===== config.mk =====
export PLATFORM = sky130hd
export DESIGN_NAME = iss_slave
export DESIGN_NICKNAME = d
export VERILOG_FILES = /design/src/iss_slave.v
export VERILOG_INCLUDE_DIRS = /design/src
export SDC_FILE = /design/constraint.sdc
export NUM_CORES = 1
export LEC_CHECK = 0
export ABC_CLOCK_PERIOD_IN_PS = 5200
export BUFFER_PORTS_ARGS = -buffer_cell sky130_fd_sc_hd__buf_4
export CAP_MARGIN = 20
export CORE_ASPECT_RATIO = 0.5
export CORE_UTILIZATION = 49
export CTS_CLUSTER_DIAMETER = 80
export DETAILED_ROUTE_END_ITERATION = 10
export PLACE_DENSITY_LB_ADDON = 0.08
export SYNTH_ARGS = -nofsm -noshare
export SYNTH_HDL_FRONTEND = slang
export SYNTH_SLANG_ARGS = --single-unit

===== constraint.sdc =====
create_clock -name pclk -period 5.2 [get_ports pclk]
set_input_delay 0.52 -clock pclk [delete_from_list [all_inputs] [get_ports pclk]]
set_output_delay 0.52 -clock pclk [all_outputs]
set_load 0.01 [all_outputs]

===== src/iss_defines.vh =====
/*
 Constants of the I2C slave status and address block.
 Assumes inclusion by bare name from the design file.
*/
`ifndef ISS_DEFINES_VH
`define ISS_DEFINES_VH
// Register byte addresses (index times four)
`define ISS_IDX_SECOND_ADDR 8'h9E
`define ISS_IDX_STATUS 8'hEC
`define ISS_IDX_FIRST_ADDR 8'hED
`define ISS_IDX_DATA 8'hEE
`define ISS_ADDR_SECOND_ADDR 12'h278
`define ISS_ADDR_STATUS 12'h3B0
`define ISS_ADDR_FIRST_ADDR 12'h3B4
`define ISS_ADDR_DATA 12'h3B8
`define ISS_ADDR_IRQ_STATUS 12'h400
`define ISS_ADDR_IRQ_CLEAR 12'h404
`define ISS_ADDR_IRQ_ENABLE 12'h408
`define ISS_ADDR_CONTROL 12'h40C
// Status bit positions
`define ISS_BIT_WAKE 7
`define ISS_BIT_MATCH 6
`define ISS_BIT_STOP 5
`define ISS_BIT_RESTART 4
`define ISS_BIT_TXB 3
`define ISS_BIT_RXB 2
`define ISS_BIT_FIRST 1
`define ISS_BIT_NACK 0
// Address register fields
`define ISS_BIT_ENABLE 7
// Interrupt bits
`define ISS_IRQ_MATCH 0
`define ISS_IRQ_STOP 1
`define ISS_IRQ_RESTART 2
`define ISS_IRQ_TXB 3
`define ISS_IRQ_RXB 4
`define ISS_IRQ_NACK 5
`define ISS_IRQ_WIDTH 6
// Reset values
`define ISS_RESET_BYTE 8'h00
`endif


===== src/iss_slave.v =====
/*
 I2C slave: status flags, dual address match, data register, APB slave.
 Assumes scl/sda pins asynchronous to pclk and much slower (pclk/8 or less).
*/
// Added by the designer: the APB register port.
// Overview of operation
// - First address match sets sticky bit 6
// - Match interrupt only when match enable set
// - STOP sets sticky bit 5
// - Repeated START sets sticky bit 4
// - Bit 3 ready for byte, data write clears
// - Bit 2 set on receive, read clears
// - Bit 1 marks first byte after match
// - Bit 0 set on master NACK
// - After NACK resend previous byte
// - Bit 7 wakeup flag, write one clears
// - Data read receive, write transmit, separate
// - Second address matches concurrently with first
// - Record which address matched
`timescale 1ns/10ps
`include "iss_defines.vh"
module iss_slave (
  input wire pclk,
  input wire presetn,
  input wire clk_en,
  input wire psel,
  input wire penable,
  input wire pwrite,
  input wire [11:0] paddr,
  input wire [31:0] pwdata,
  output reg [31:0] prdata,
  output wire pready,
  output wire pslverr,
  input wire scl_in,
  output wire scl_out,
  output wire scl_oe,
  input wire sda_in,
  output wire sda_out,
  output reg sda_oe,
  output wire irq,
  output reg which_address_matched,
  output reg transmitting
);
  localparam ST_IDLE = 2'd0;
  localparam ST_ADDR = 2'd1;
  localparam ST_DATA = 2'd2;
  localparam ST_ACK = 2'd3;

  reg scl_s1, scl_s2, scl_d, sda_s1, sda_s2, sda_d;
  reg [1:0] state;
  reg [3:0] bit_cnt;
  reg [7:0] shift;
  reg [7:0] first_address_reg, second_address_reg;
  reg [7:0] rx_data, tx_data, tx_shift;
  reg match_wakeup_flag, address_matched_flag, stop_seen_flag, restart_seen_flag;
  reg transmit_buffer_flag, receive_buffer_flag, first_byte_indicator, no_ack_flag;
  reg match_irq_enable, awaiting_first;
  reg [`ISS_IRQ_WIDTH-1:0] irq_status, irq_enable;
  reg got_nack, busy, ack_phase_addr;
  wire scl_rise, scl_fall, start_cond, stop_cond;
  wire match1, match2;
  wire wr_en, rd_en;
  wire [7:0] status_byte;
  wire [`ISS_IRQ_WIDTH-1:0] ev;
  // Events of this cycle
  reg ev_match, ev_rx, ev_txb, ev_nack, ev_ack;

  ////////////////////////////////////////////////////////////////////
  // Two-flop synchronisers and edge detect on the synchronised copies
  always @(posedge pclk or negedge presetn) begin
    if (!presetn) begin
      scl_s1 <= 1'b1;
      scl_s2 <= 1'b1;
      scl_d <= 1'b1;
      sda_s1 <= 1'b1;
      sda_s2 <= 1'b1;
      sda_d <= 1'b1;
    end else if (clk_en) begin
      scl_s1 <= scl_in;
      scl_s2 <= scl_s1;
      scl_d <= scl_s2;
      sda_s1 <= sda_in;
      sda_s2 <= sda_s1;
      sda_d <= sda_s2;
    end
  end
  assign scl_rise = scl_s2 & ~scl_d;
  assign scl_fall = ~scl_s2 & scl_d;
  assign start_cond = scl_s2 & scl_d & sda_d & ~sda_s2;
  assign stop_cond = scl_s2 & scl_d & ~sda_d & sda_s2;
  // Never stretches the clock
  assign scl_out = 1'b0;
  assign scl_oe = 1'b0;
  assign sda_out = 1'b0;

  // Address comparators on the byte being completed
  // Address sits in bits 7:1, bit 0 is the direction bit
  assign match1 = first_address_reg[`ISS_BIT_ENABLE] &
                  (shift[7:1] == first_address_reg[6:0]);
  assign match2 = second_address_reg[`ISS_BIT_ENABLE] &
                  (shift[7:1] == second_address_reg[6:0]);

  ////////////////////////////////////////////////////////////////////
  // APB decode: zero wait states, error on unmapped address
  assign pready = 1'b1;
  assign wr_en = psel & penable & pwrite & clk_en;
  assign rd_en = psel & penable & ~pwrite & clk_en;
  assign pslverr = psel & penable & ~(paddr == `ISS_ADDR_SECOND_ADDR ||
    paddr == `ISS_ADDR_STATUS || paddr == `ISS_ADDR_FIRST_ADDR ||
    paddr == `ISS_ADDR_DATA || paddr == `ISS_ADDR_IRQ_STATUS ||
    paddr == `ISS_ADDR_IRQ_CLEAR || paddr == `ISS_ADDR_IRQ_ENABLE ||
    paddr == `ISS_ADDR_CONTROL);
  assign status_byte = {match_wakeup_flag, address_matched_flag, stop_seen_flag,
    restart_seen_flag, transmit_buffer_flag, receive_buffer_flag,
    first_byte_indicator, no_ack_flag};

  // Read mux
  always @* begin
    prdata = 32'h00000000;
    case (paddr)
      `ISS_ADDR_SECOND_ADDR: prdata[7:0] = second_address_reg;
      `ISS_ADDR_STATUS: prdata[7:0] = status_byte;
      `ISS_ADDR_FIRST_ADDR: prdata[7:0] = first_address_reg;
      `ISS_ADDR_DATA: prdata[7:0] = rx_data;
      `ISS_ADDR_IRQ_STATUS: prdata[`ISS_IRQ_WIDTH-1:0] = irq_status;
      `ISS_ADDR_IRQ_ENABLE: prdata[`ISS_IRQ_WIDTH-1:0] = irq_enable;
      `ISS_ADDR_CONTROL: prdata[0] = match_irq_enable;
      default: prdata = 32'h00000000;
    endcase
  end

  ////////////////////////////////////////////////////////////////////
  // Byte engine: address phase, data phase, ack slot
  always @(posedge pclk or negedge presetn) begin
    if (!presetn) begin
      state <= ST_IDLE;
      bit_cnt <= 4'h0;
      shift <= `ISS_RESET_BYTE;
      tx_shift <= `ISS_RESET_BYTE;
      sda_oe <= 1'b0;
      transmitting <= 1'b0;
      busy <= 1'b0;
      got_nack <= 1'b0;
      ack_phase_addr <= 1'b0;
      which_address_matched <= 1'b0;
      ev_match <= 1'b0;
      ev_rx <= 1'b0;
      ev_txb <= 1'b0;
      ev_nack <= 1'b0;
      ev_ack <= 1'b0;
    end else if (clk_en) begin
      ev_match <= 1'b0;
      ev_rx <= 1'b0;
      ev_txb <= 1'b0;
      ev_nack <= 1'b0;
      ev_ack <= 1'b0;
      if (start_cond) begin
        state <= ST_ADDR;
        bit_cnt <= 4'h0;
        sda_oe <= 1'b0;
        transmitting <= 1'b0;
        busy <= 1'b1;
      end else if (stop_cond) begin
        state <= ST_IDLE;
        sda_oe <= 1'b0;
        busy <= 1'b0;
        transmitting <= 1'b0;
      end else begin
        case (state)
          ST_ADDR, ST_DATA: begin
            if (scl_rise && !(state == ST_DATA && transmitting)) begin
              shift <= {shift[6:0], sda_s2};
            end
            if (scl_fall && state == ST_DATA && transmitting) begin
              sda_oe <= 1'b0;
            end
            if (scl_rise) begin
              bit_cnt <= bit_cnt + 4'h1;
            end
            if (scl_fall && transmitting && bit_cnt != 4'h8 && state == ST_DATA) begin
              sda_oe <= ~tx_shift[7];
              tx_shift <= {tx_shift[6:0], 1'b0};
            end
            if (scl_fall && bit_cnt == 4'h8) begin
              bit_cnt <= 4'h0;
              state <= ST_ACK;
              ack_phase_addr <= (state == ST_ADDR);
              if (state == ST_ADDR) begin
                if (match1 || match2) begin
                  ev_match <= 1'b1;
                  which_address_matched <= ~match1;
                  transmitting <= shift[0];
                  sda_oe <= 1'b1;
                end else begin
                  state <= ST_IDLE;
                  sda_oe <= 1'b0;
                end
              end else if (!transmitting) begin
                ev_rx <= 1'b1;
                sda_oe <= 1'b1;
              end else begin
                sda_oe <= 1'b0;
              end
            end
          end
          ST_ACK: begin
            if (scl_rise && transmitting && !ack_phase_addr) begin
              got_nack <= sda_s2;
              ev_nack <= sda_s2;
              ev_ack <= ~sda_s2;
            end
            if (scl_fall) begin
              state <= ST_DATA;
              sda_oe <= 1'b0;
              if (transmitting) begin
                // Resend last byte after NACK or when no new byte was written, else load new one
                // Hazard: a resent MSB of zero holds SDA low and blocks a STOP
                if ((ack_phase_addr || !got_nack) && !transmit_buffer_flag) begin
                  tx_shift <= {tx_data[6:0], 1'b0};
                  sda_oe <= ~tx_data[7];
                  ev_txb <= 1'b1;
                end else begin
                  tx_shift <= {shift[6:0], 1'b0};
                  sda_oe <= ~shift[7];
                end
                shift <= (ack_phase_addr || !got_nack) && !transmit_buffer_flag ?
                  tx_data : shift;
              end
            end
          end
          default: state <= ST_IDLE;
        endcase
      end
    end
  end

  ////////////////////////////////////////////////////////////////////
  // Registers, data storage and sticky flags; set beats clear
  always @(posedge pclk or negedge presetn) begin
    if (!presetn) begin
      first_address_reg <= `ISS_RESET_BYTE;
      second_address_reg <= `ISS_RESET_BYTE;
      rx_data <= `ISS_RESET_BYTE;
      tx_data <= `ISS_RESET_BYTE;
      match_wakeup_flag <= 1'b0;
      address_matched_flag <= 1'b0;
      stop_seen_flag <= 1'b0;
      restart_seen_flag <= 1'b0;
      transmit_buffer_flag <= 1'b0;
      receive_buffer_flag <= 1'b0;
      first_byte_indicator <= 1'b0;
      no_ack_flag <= 1'b0;
      match_irq_enable <= 1'b0;
      awaiting_first <= 1'b0;
      irq_enable <= {`ISS_IRQ_WIDTH{1'b0}};
    end else if (clk_en) begin
      if (wr_en && paddr == `ISS_ADDR_FIRST_ADDR) first_address_reg <= pwdata[7:0];
      if (wr_en && paddr == `ISS_ADDR_SECOND_ADDR) second_address_reg <= pwdata[7:0];
      if (wr_en && paddr == `ISS_ADDR_IRQ_ENABLE) irq_enable <= pwdata[`ISS_IRQ_WIDTH-1:0];
      if (wr_en && paddr == `ISS_ADDR_CONTROL) match_irq_enable <= pwdata[0];
      if (wr_en && paddr == `ISS_ADDR_DATA) tx_data <= pwdata[7:0];
      if (ev_rx) rx_data <= shift;
      // Write-one clears on the status register
      if (wr_en && paddr == `ISS_ADDR_STATUS) begin
        if (pwdata[`ISS_BIT_WAKE]) match_wakeup_flag <= 1'b0;
        if (pwdata[`ISS_BIT_MATCH]) address_matched_flag <= 1'b0;
        if (pwdata[`ISS_BIT_STOP]) stop_seen_flag <= 1'b0;
        if (pwdata[`ISS_BIT_RESTART]) restart_seen_flag <= 1'b0;
        if (pwdata[`ISS_BIT_NACK]) no_ack_flag <= 1'b0;
      end
      if (ev_ack) no_ack_flag <= 1'b0;
      if (wr_en && paddr == `ISS_ADDR_DATA) transmit_buffer_flag <= 1'b0;
      if (rd_en && paddr == `ISS_ADDR_DATA) receive_buffer_flag <= 1'b0;
      // Hardware sets, placed last so they win
      if (ev_match) begin
        address_matched_flag <= 1'b1;
        match_wakeup_flag <= 1'b1;
        awaiting_first <= 1'b1;
      end
      // First byte after a match marks bit 1, the next byte clears it
      if (ev_rx) begin
        receive_buffer_flag <= 1'b1;
        first_byte_indicator <= awaiting_first;
        awaiting_first <= 1'b0;
      end
      if (stop_cond) stop_seen_flag <= 1'b1;
      if (start_cond && busy) restart_seen_flag <= 1'b1;
      if (ev_txb) transmit_buffer_flag <= 1'b1;
      if (ev_nack) no_ack_flag <= 1'b1;
    end
  end

  ////////////////////////////////////////////////////////////////////
  // Interrupt status: sticky, write-one clear, enable gated
  assign ev = {ev_nack, ev_rx, ev_txb, start_cond & busy, stop_cond,
    ev_match & match_irq_enable};
  always @(posedge pclk or negedge presetn) begin
    if (!presetn) begin
      irq_status <= {`ISS_IRQ_WIDTH{1'b0}};
    end else if (clk_en) begin
      irq_status <= (irq_status & ~((wr_en && paddr == `ISS_ADDR_IRQ_CLEAR) ?
        pwdata[`ISS_IRQ_WIDTH-1:0] : {`ISS_IRQ_WIDTH{1'b0}})) | ev;
    end
  end
  assign irq = |(irq_status & irq_enable);
endmodule // iss_slave


==> run_results.csv, run 1 <==
group,metric,value,unit
floorplan,die-area,10500,um2
yosys,ys.warnings.count,0,
detailed_routing,finalWirelength,11900,um
setup_path,cp-end-kind,"output port",
placement,dp_hpwl,8420,um
power,power_leakage,2.56,nW
yosys,synth_edf_count,0,
cts,cts_made_buffers,9,
setup_path,crit_path_start,"paddr[9]",
cts,post-cts-setup-buffer-count,0,
setup_path,crit_type,"in2out",
sta,fin_skew,0.00986,ns
sta,finalSetupViolCount,0,
cells_and_area,area_growth_syn_to_layout,11.8,%
power,ir_drop,0.188,mV
setup_path,critPathMaxStageDelay,0.61,ns
setup_path,crit_arrival,2.29,ns
global_route,grt_pass1_wl,18900,um
sta,timing.hold.ws,0.105,ns
sta,setup_ws,2.39,ns
cts,clk_latency,0.35,ns
cells_and_area,nFillCells,847,
sta,max_slew_margin,34.8,%
yosys,synth_cell_types,56,
cells_and_area,layout.nets,557,
job,maxCapViolCount,0,
floorplan,core-area,9600,um2
cts,cts_sinks,92,
cts,cts-root-buf,"clkbuf_16",
setup_path,rrSetupSlack,2.96,ns
setup_path,cp.required,4.68,ns
global_route,grt_max_degree,64,
global_route,overflow,0,
power,fin_total_pwr,1.66,mW
yosys,syn_avg_cell_area,10.7,um2
yosys,yosysSeqAreaShare,46.8,%
setup_path,worstPathMaxFanout,9,
setup_path,timing.rr.start,"shift[5]$_DFFE_PN0P_",
yosys,synth_cells,463,
global_route,grt_util_all_layers,24.9,%
detailed_routing,vias,3629,
sta,drv_slew,0,
yosys,synthTopCellsByCount,"86 x dfrtp_1, 51 x nand2_1, 37 x mux2_2",
cells_and_area,diodes,0,
floorplan,rows,25,
detailed_routing,post_drt_via_cell_ratio,5.69,
setup_path,worstSetupStartpointType,"input port",
floorplan,io_pins,93,
sta,fmax,355,MHz
cts,path_clk_slew,0.06,ns
floorplan,die_w,144,um
sta,finalHoldViolCount,0,
detailed_routing,dr.pass1.iters,5,
setup_path,cp_cell_sequence,"buf_4 > nand3_1 > nor3_4 > nand4b_4 > nor2_1 > a222oi_1 > nand2_1 > buf_4",
placement,gp_congestion,0.882,
setup_path,r2r-end,"state[0]$_DFFE_PN0P_",
cts,clockBufferDepth,2,
sta,rsz0062_at_grt,"false",
yosys,synth_ff_type,"dfrtp_1",
detailed_routing,postRouteAntennaNets,0,
detailed_routing,wire_per_inst,18.6,um
detailed_routing,drt_iter0_drc,256,
cts,cts_tree,"done",
cts,cts_hold_buf,0,
cells_and_area,drive_above_1_share,22.1,%
worst_hold_path,hold_path_class,"in2async",
yosys,synth_most_common_cell,"dfrtp_1",
placement,dp_slack,2.41,ns
global_route,antenna_found_initial,0,
sta,timing.setup.tns,0,ns
cts,cts_resized,0,
setup_path,slowest_stage,"nor2_1",
placement,portBuffers,40,
power,powerDensity,300,nW/um2
setup_path,crit_path_frequent_cell,"buf_4",
sta,worst_pin_slew,0.971,ns
yosys,synthTopCellsByArea,"dfrtp_1 44%, mux2_2 8.4%, buf_4 4.6%",
floorplan,die_h,73.0,um
cts,cts-htree-levels,3,
yosys,netlist_area,4940,um2
yosys,ys_ff_latch,92,
floorplan,initial_utilization,51.4,%
status,outcome,"finished, final reports clean",
detailed_routing,drcViolationCount,0,
yosys,synthArstFlopShare,100,%
setup_path,reg2regPathDepth,6,
global_route,grt_pass1_vias,3358,
yosys,synth_area_leader_cell,"dfrtp_1",
sta,finalCritPeriodShare,54.1,%
sta,fin_crit,2.81,ns
yosys,synth_top_area_share,43.6,%
## cells by family after synthesis
family / after synthesis / synth area share, %
muxes: 63 / 13.9
xor gates and xnor gates: 15 / 2.66
DFF: 92 / 46.8
AOI/OAI and AO/OA: 96 / 14.2
other: 2 / 0.152
adders and majority gates: 6 / 1.52
and+or+nand+nor: 129 / 13.5
buffers and inverters: 60 / 7.25
## critical path, delay by kind of cell
| family | cells | cell delay [ns] |
|---|---|---|
| AO/OA/AOI/OAI | 1 | 0.33 |
| buffers and inverters | 2 | 0.21 |
| AND/OR/NAND/NOR | 5 | 1.23 |
## cells in the final DEF (no fill, tap or decap), types with 2 or more instances in the layout
cell / n
a211oi_1: 8
a21boi_0: 2
a21o_1: 8
a21oi_1: 9
a222oi_1: 10
a22o_1: 7
a22oi_1: 9
a32o_1: 6
and2_1: 3
and3b_1: 2
buf_4: 43
clkbuf_16: 9
clkinvlp_4: 3
conb_1: 28
dfrtp_1: 86
dfstp_2: 6
ha_1: 6
inv_1: 16
mux2_1: 8
mux2_2: 37
mux2i_1: 18
nand2_1: 51
nand2b_1: 3
nand3_1: 9
nand4_1: 10
nor2_1: 24
nor3_1: 7
nor3_2: 2
nor4_1: 3
o21a_1: 2
o21ai_0: 22
o22ai_1: 3
o2bb2ai_1: 2
or2_2: 3
or3_1: 2
xnor2_1: 15
## per-layer routing
metal	routed length [um]	GRT usage [%]	up-vias
met5	0	0	-
met4	110	5.32	0
met1	6180	38.3	1794
li1	-	-	1694
met3	744	6.82	14
met2	4850	34.3	127
## power breakdown
group	internal [mW]	switching [mW]	leakage, nW
Clock	0.370	0.281	0.134
Sequential	0.763	0.0536	1.22
Combinational	0.0790	0.110	1.20
Total	1.21	0.445	2.56
## worst max-delay path by stage
stage                      to  slack, ns  cells past startpoint
floorplan           prdata[0]       3.02                      6
global placement    prdata[5]       2.43                      8
detailed placement  prdata[5]       2.41                      8
CTS                 prdata[5]       2.40                      8
global route        prdata[5]       2.29                      8
finish              prdata[5]       2.39                      8
## stage by stage
step / util, % / area (um2) / std cells
global placement: 54.4 / 5230 / 623
global route: 57.5 / 5520 / 638
detailed placement: 54.4 / 5230 / 623
floorplan: - / 5030 / 489
finish: 57.5 / 5520 / 638
CTS: 57.5 / 5520 / 638
## layout make-up
cell class | instances | area [um2] | share of cell area, %
multi-input cells | 337 | 2370 | 42.9
flip-flops and latches | 92 | 2310 | 41.9
repair buffers | 43 | 323 | 5.85
clock buffers | 9 | 225 | 4.08
well taps | 135 | 169 | 3.06
clock inverters | 6 | 66.3 | 1.20
inverters | 16 | 60.1 | 1.09
Power figures use the tool's default switching activity.
==> run 2: changes to the inputs <==
ABC_CLOCK_PERIOD_IN_PS = 2800   (was 5200)
clock period = 2.8 ns   (was 5.2 ns; I/O delays follow)
==> run_results.csv, run 2 (same netlist as run 1, synthesis figures left out) <==
group,metric,value,unit
cells_and_area,drive_above_1_share,23.1,%
power,power_frac_seq,49.7,%
placement,postPlaceCellArea,5290,um2
sta,fmax,455,MHz
sta,rsz0062_at_grt,"false",
floorplan,die_w,144,um
setup_path,critPathMaxStageDelay,0.58,ns
placement,portBuffers,40,
setup_path,path_depth,9,
cells_and_area,fin_cells,646,
global_route,overflow,0,
sta,finalSetupViolCount,0,
cells_and_area,regArea,2310,um2
setup_path,rrSetupSlack,0.65,ns
setup_path,crit_path_frequent_cell,"buf_4",
setup_path,crit_type,"in2out",
worst_hold_path,hold_path_class,"in2reg",
cts,cts_made_buffers,9,
global_route,grt_util_all_layers,25.1,%
placement,dp_cells,629,
placement,dp_hpwl,8420,um
floorplan,io_pins,93,
detailed_routing,postRouteAntennaNets,0,
floorplan,die-area,10500,um2
cts,cts_sinks,92,
detailed_routing,wire_per_inst,18.4,um
power,p_comb_share,11.6,%
power,p_switching,0.865,mW
detailed_routing,drcViolationCount,0,
setup_path,crit_path_start,"paddr[4]",
floorplan,core-area,9600,um2
power,fin_total_pwr,3.05,mW
sta,finalCritPeriodShare,78.5,%
sta,max_slew_margin,44.5,%
power,pwr-share-clk,38.8,%
sta,timing.setup.tns,0,ns
global_route,grt_pass1_wl,19300,um
placement,gp_congestion,0.879,
floorplan,initial_utilization,51.4,%
cells_and_area,final_area,5580,um2
floorplan,rows,25,
setup_path,crit_buf_inv,3,
global_route,grt_pass1_vias,3416,
global_route,antenna_found_initial,0,
global_route,grt_max_degree,50,
floorplan,die_h,73.0,um
sta,fin_crit,2.20,ns
detailed_routing,drt_iter0_drc,331,
cells_and_area,diodes,0,
cells_and_area,final_common_cell,"dfrtp_1",
setup_path,cp_cell_sequence,"buf_4 > nand3_1 > nor3_4 > nand4b_4 > nor2_1 > buf_4 > a222oi_1 > nand2_1 > buf_4",
setup_path,r2r-end,"transmitting$_DFFE_PN0P_",
cts,clockBufferDepth,2,
power,p_int,2.18,mW
power,powerDensity,546,nW/um2
cells_and_area,nFillCells,825,
worst_hold_path,hp-start,"scl_in",
status,outcome,"finished, final reports clean",
job,maxCapViolCount,0,
cts,cts_tree,"done",
cells_and_area,layout.nets,564,
setup_path,worstSetupStartpointType,"input port",
setup_path,crit_end,"prdata[5]",
setup_path,cp.required,2.52,ns
power,power_leakage,2.60,nW
power,swShare,28.4,%
sta,worst_pin_slew,0.824,ns
cells_and_area,final_cell_mix,"86 x dfrtp_1, 51 x nand2_1, 48 x buf_4",
detailed_routing,dr.pass1.iters,6,
cts,cts-htree-levels,3,
cells_and_area,area_growth_syn_to_layout,13.0,%
sta,finalHoldViolCount,0,
detailed_routing,post_drt_via_cell_ratio,5.64,
cts,path_clk_slew,0.07,ns
cts,cts-root-buf,"clkbuf_16",
cts,clk_latency,0.35,ns
sta,fin_skew,0.00766,ns
setup_path,crit_arrival,1.92,ns
setup_path,timing.rr.start,"shift[1]$_DFFE_PN0P_",
detailed_routing,finalWirelength,11900,um
setup_path,reg2regPathDepth,6,
setup_path,cp-end-kind,"output port",
power,ir_drop,0.342,mV
setup_path,path_delay_family,"simple AND/OR/NAND/NOR gates",
cells_and_area,multi_input_area,2370,um2
sta,drv_slew,0,
detailed_routing,vias,3641,
setup_path,worstPathMaxFanout,6,
setup_path,slowest_stage,"a222oi_1",
## run 2: worst min path at each step
stage                                 end  slack [ns]  depth (start not counted)
2_1_floorplan  ack_phase_addr$_DFFE_PN0P_       -0.02                          0
3_3_place_gp       bit_cnt[2]$_DFFE_PN0P_        0.32                          1
3_5_place_dp       bit_cnt[2]$_DFFE_PN0P_        0.32                          1
4_1_cts                scl_s1$_DFFE_PN1P_        0.15                          2
5_1_grt                scl_s1$_DFFE_PN1P_        0.16                          2
6_report               scl_s1$_DFFE_PN1P_        0.17                          2
## run 2: what timing repair did
action,in CTS,in global routing
gates resized for setup,0,0
endpoints found under the hold margin,39,0
setup buffers,0,0
hold buffers,1,0
## run 2: area by class of cell
type | count | share of cell area, %
multi-input combinational | 337 | 42.4
sequential | 92 | 41.4
clock inverter | 7 | 1.05
timing repair buffer | 50 | 7.00
inverter | 16 | 1.08
clock buffer | 9 | 4.04
tap | 135 | 3.03
## run 2: per-stage QoR
step	util, %	setup WS, ns	hold WS (ns)
after CTS	58.1	0.623	0.154
after floorplan	-	0.845	-0.0156
after global routing	58.1	0.437	0.159
after global placement	55.0	0.633	0.323
after detailed placement	55.0	0.633	0.324
final	58.1	0.601	0.166
## run 2: metal layers
layer	GRT usage [%]	part of all wire (%)	up-vias
li1	-	-	1724
met1	39.2	52	1765
met2	34.9	41	139
met3	4.66	6.0	13
met4	7.33	1.3	0
met5	0	0	-
## run 2: power groups by stage
stage,sequential (mW),clock (mW),combinational [mW]
floorplan,1.50,0,0.266
global placement,1.53,0,0.346
detailed placement,1.53,0,0.354
CTS,1.51,1.21,0.356
global route,1.53,1.26,0.407
finish,1.51,1.18,0.352
## run 2: worst register-to-register path: cells and delay by family, from the launching register on
family           cells  cell delay, ns
AND/OR/NAND/NOR      2            0.39
XOR/XNOR             1            0.21
AO/OA/AOI/OAI        3            0.95
flip-flops           1            0.48
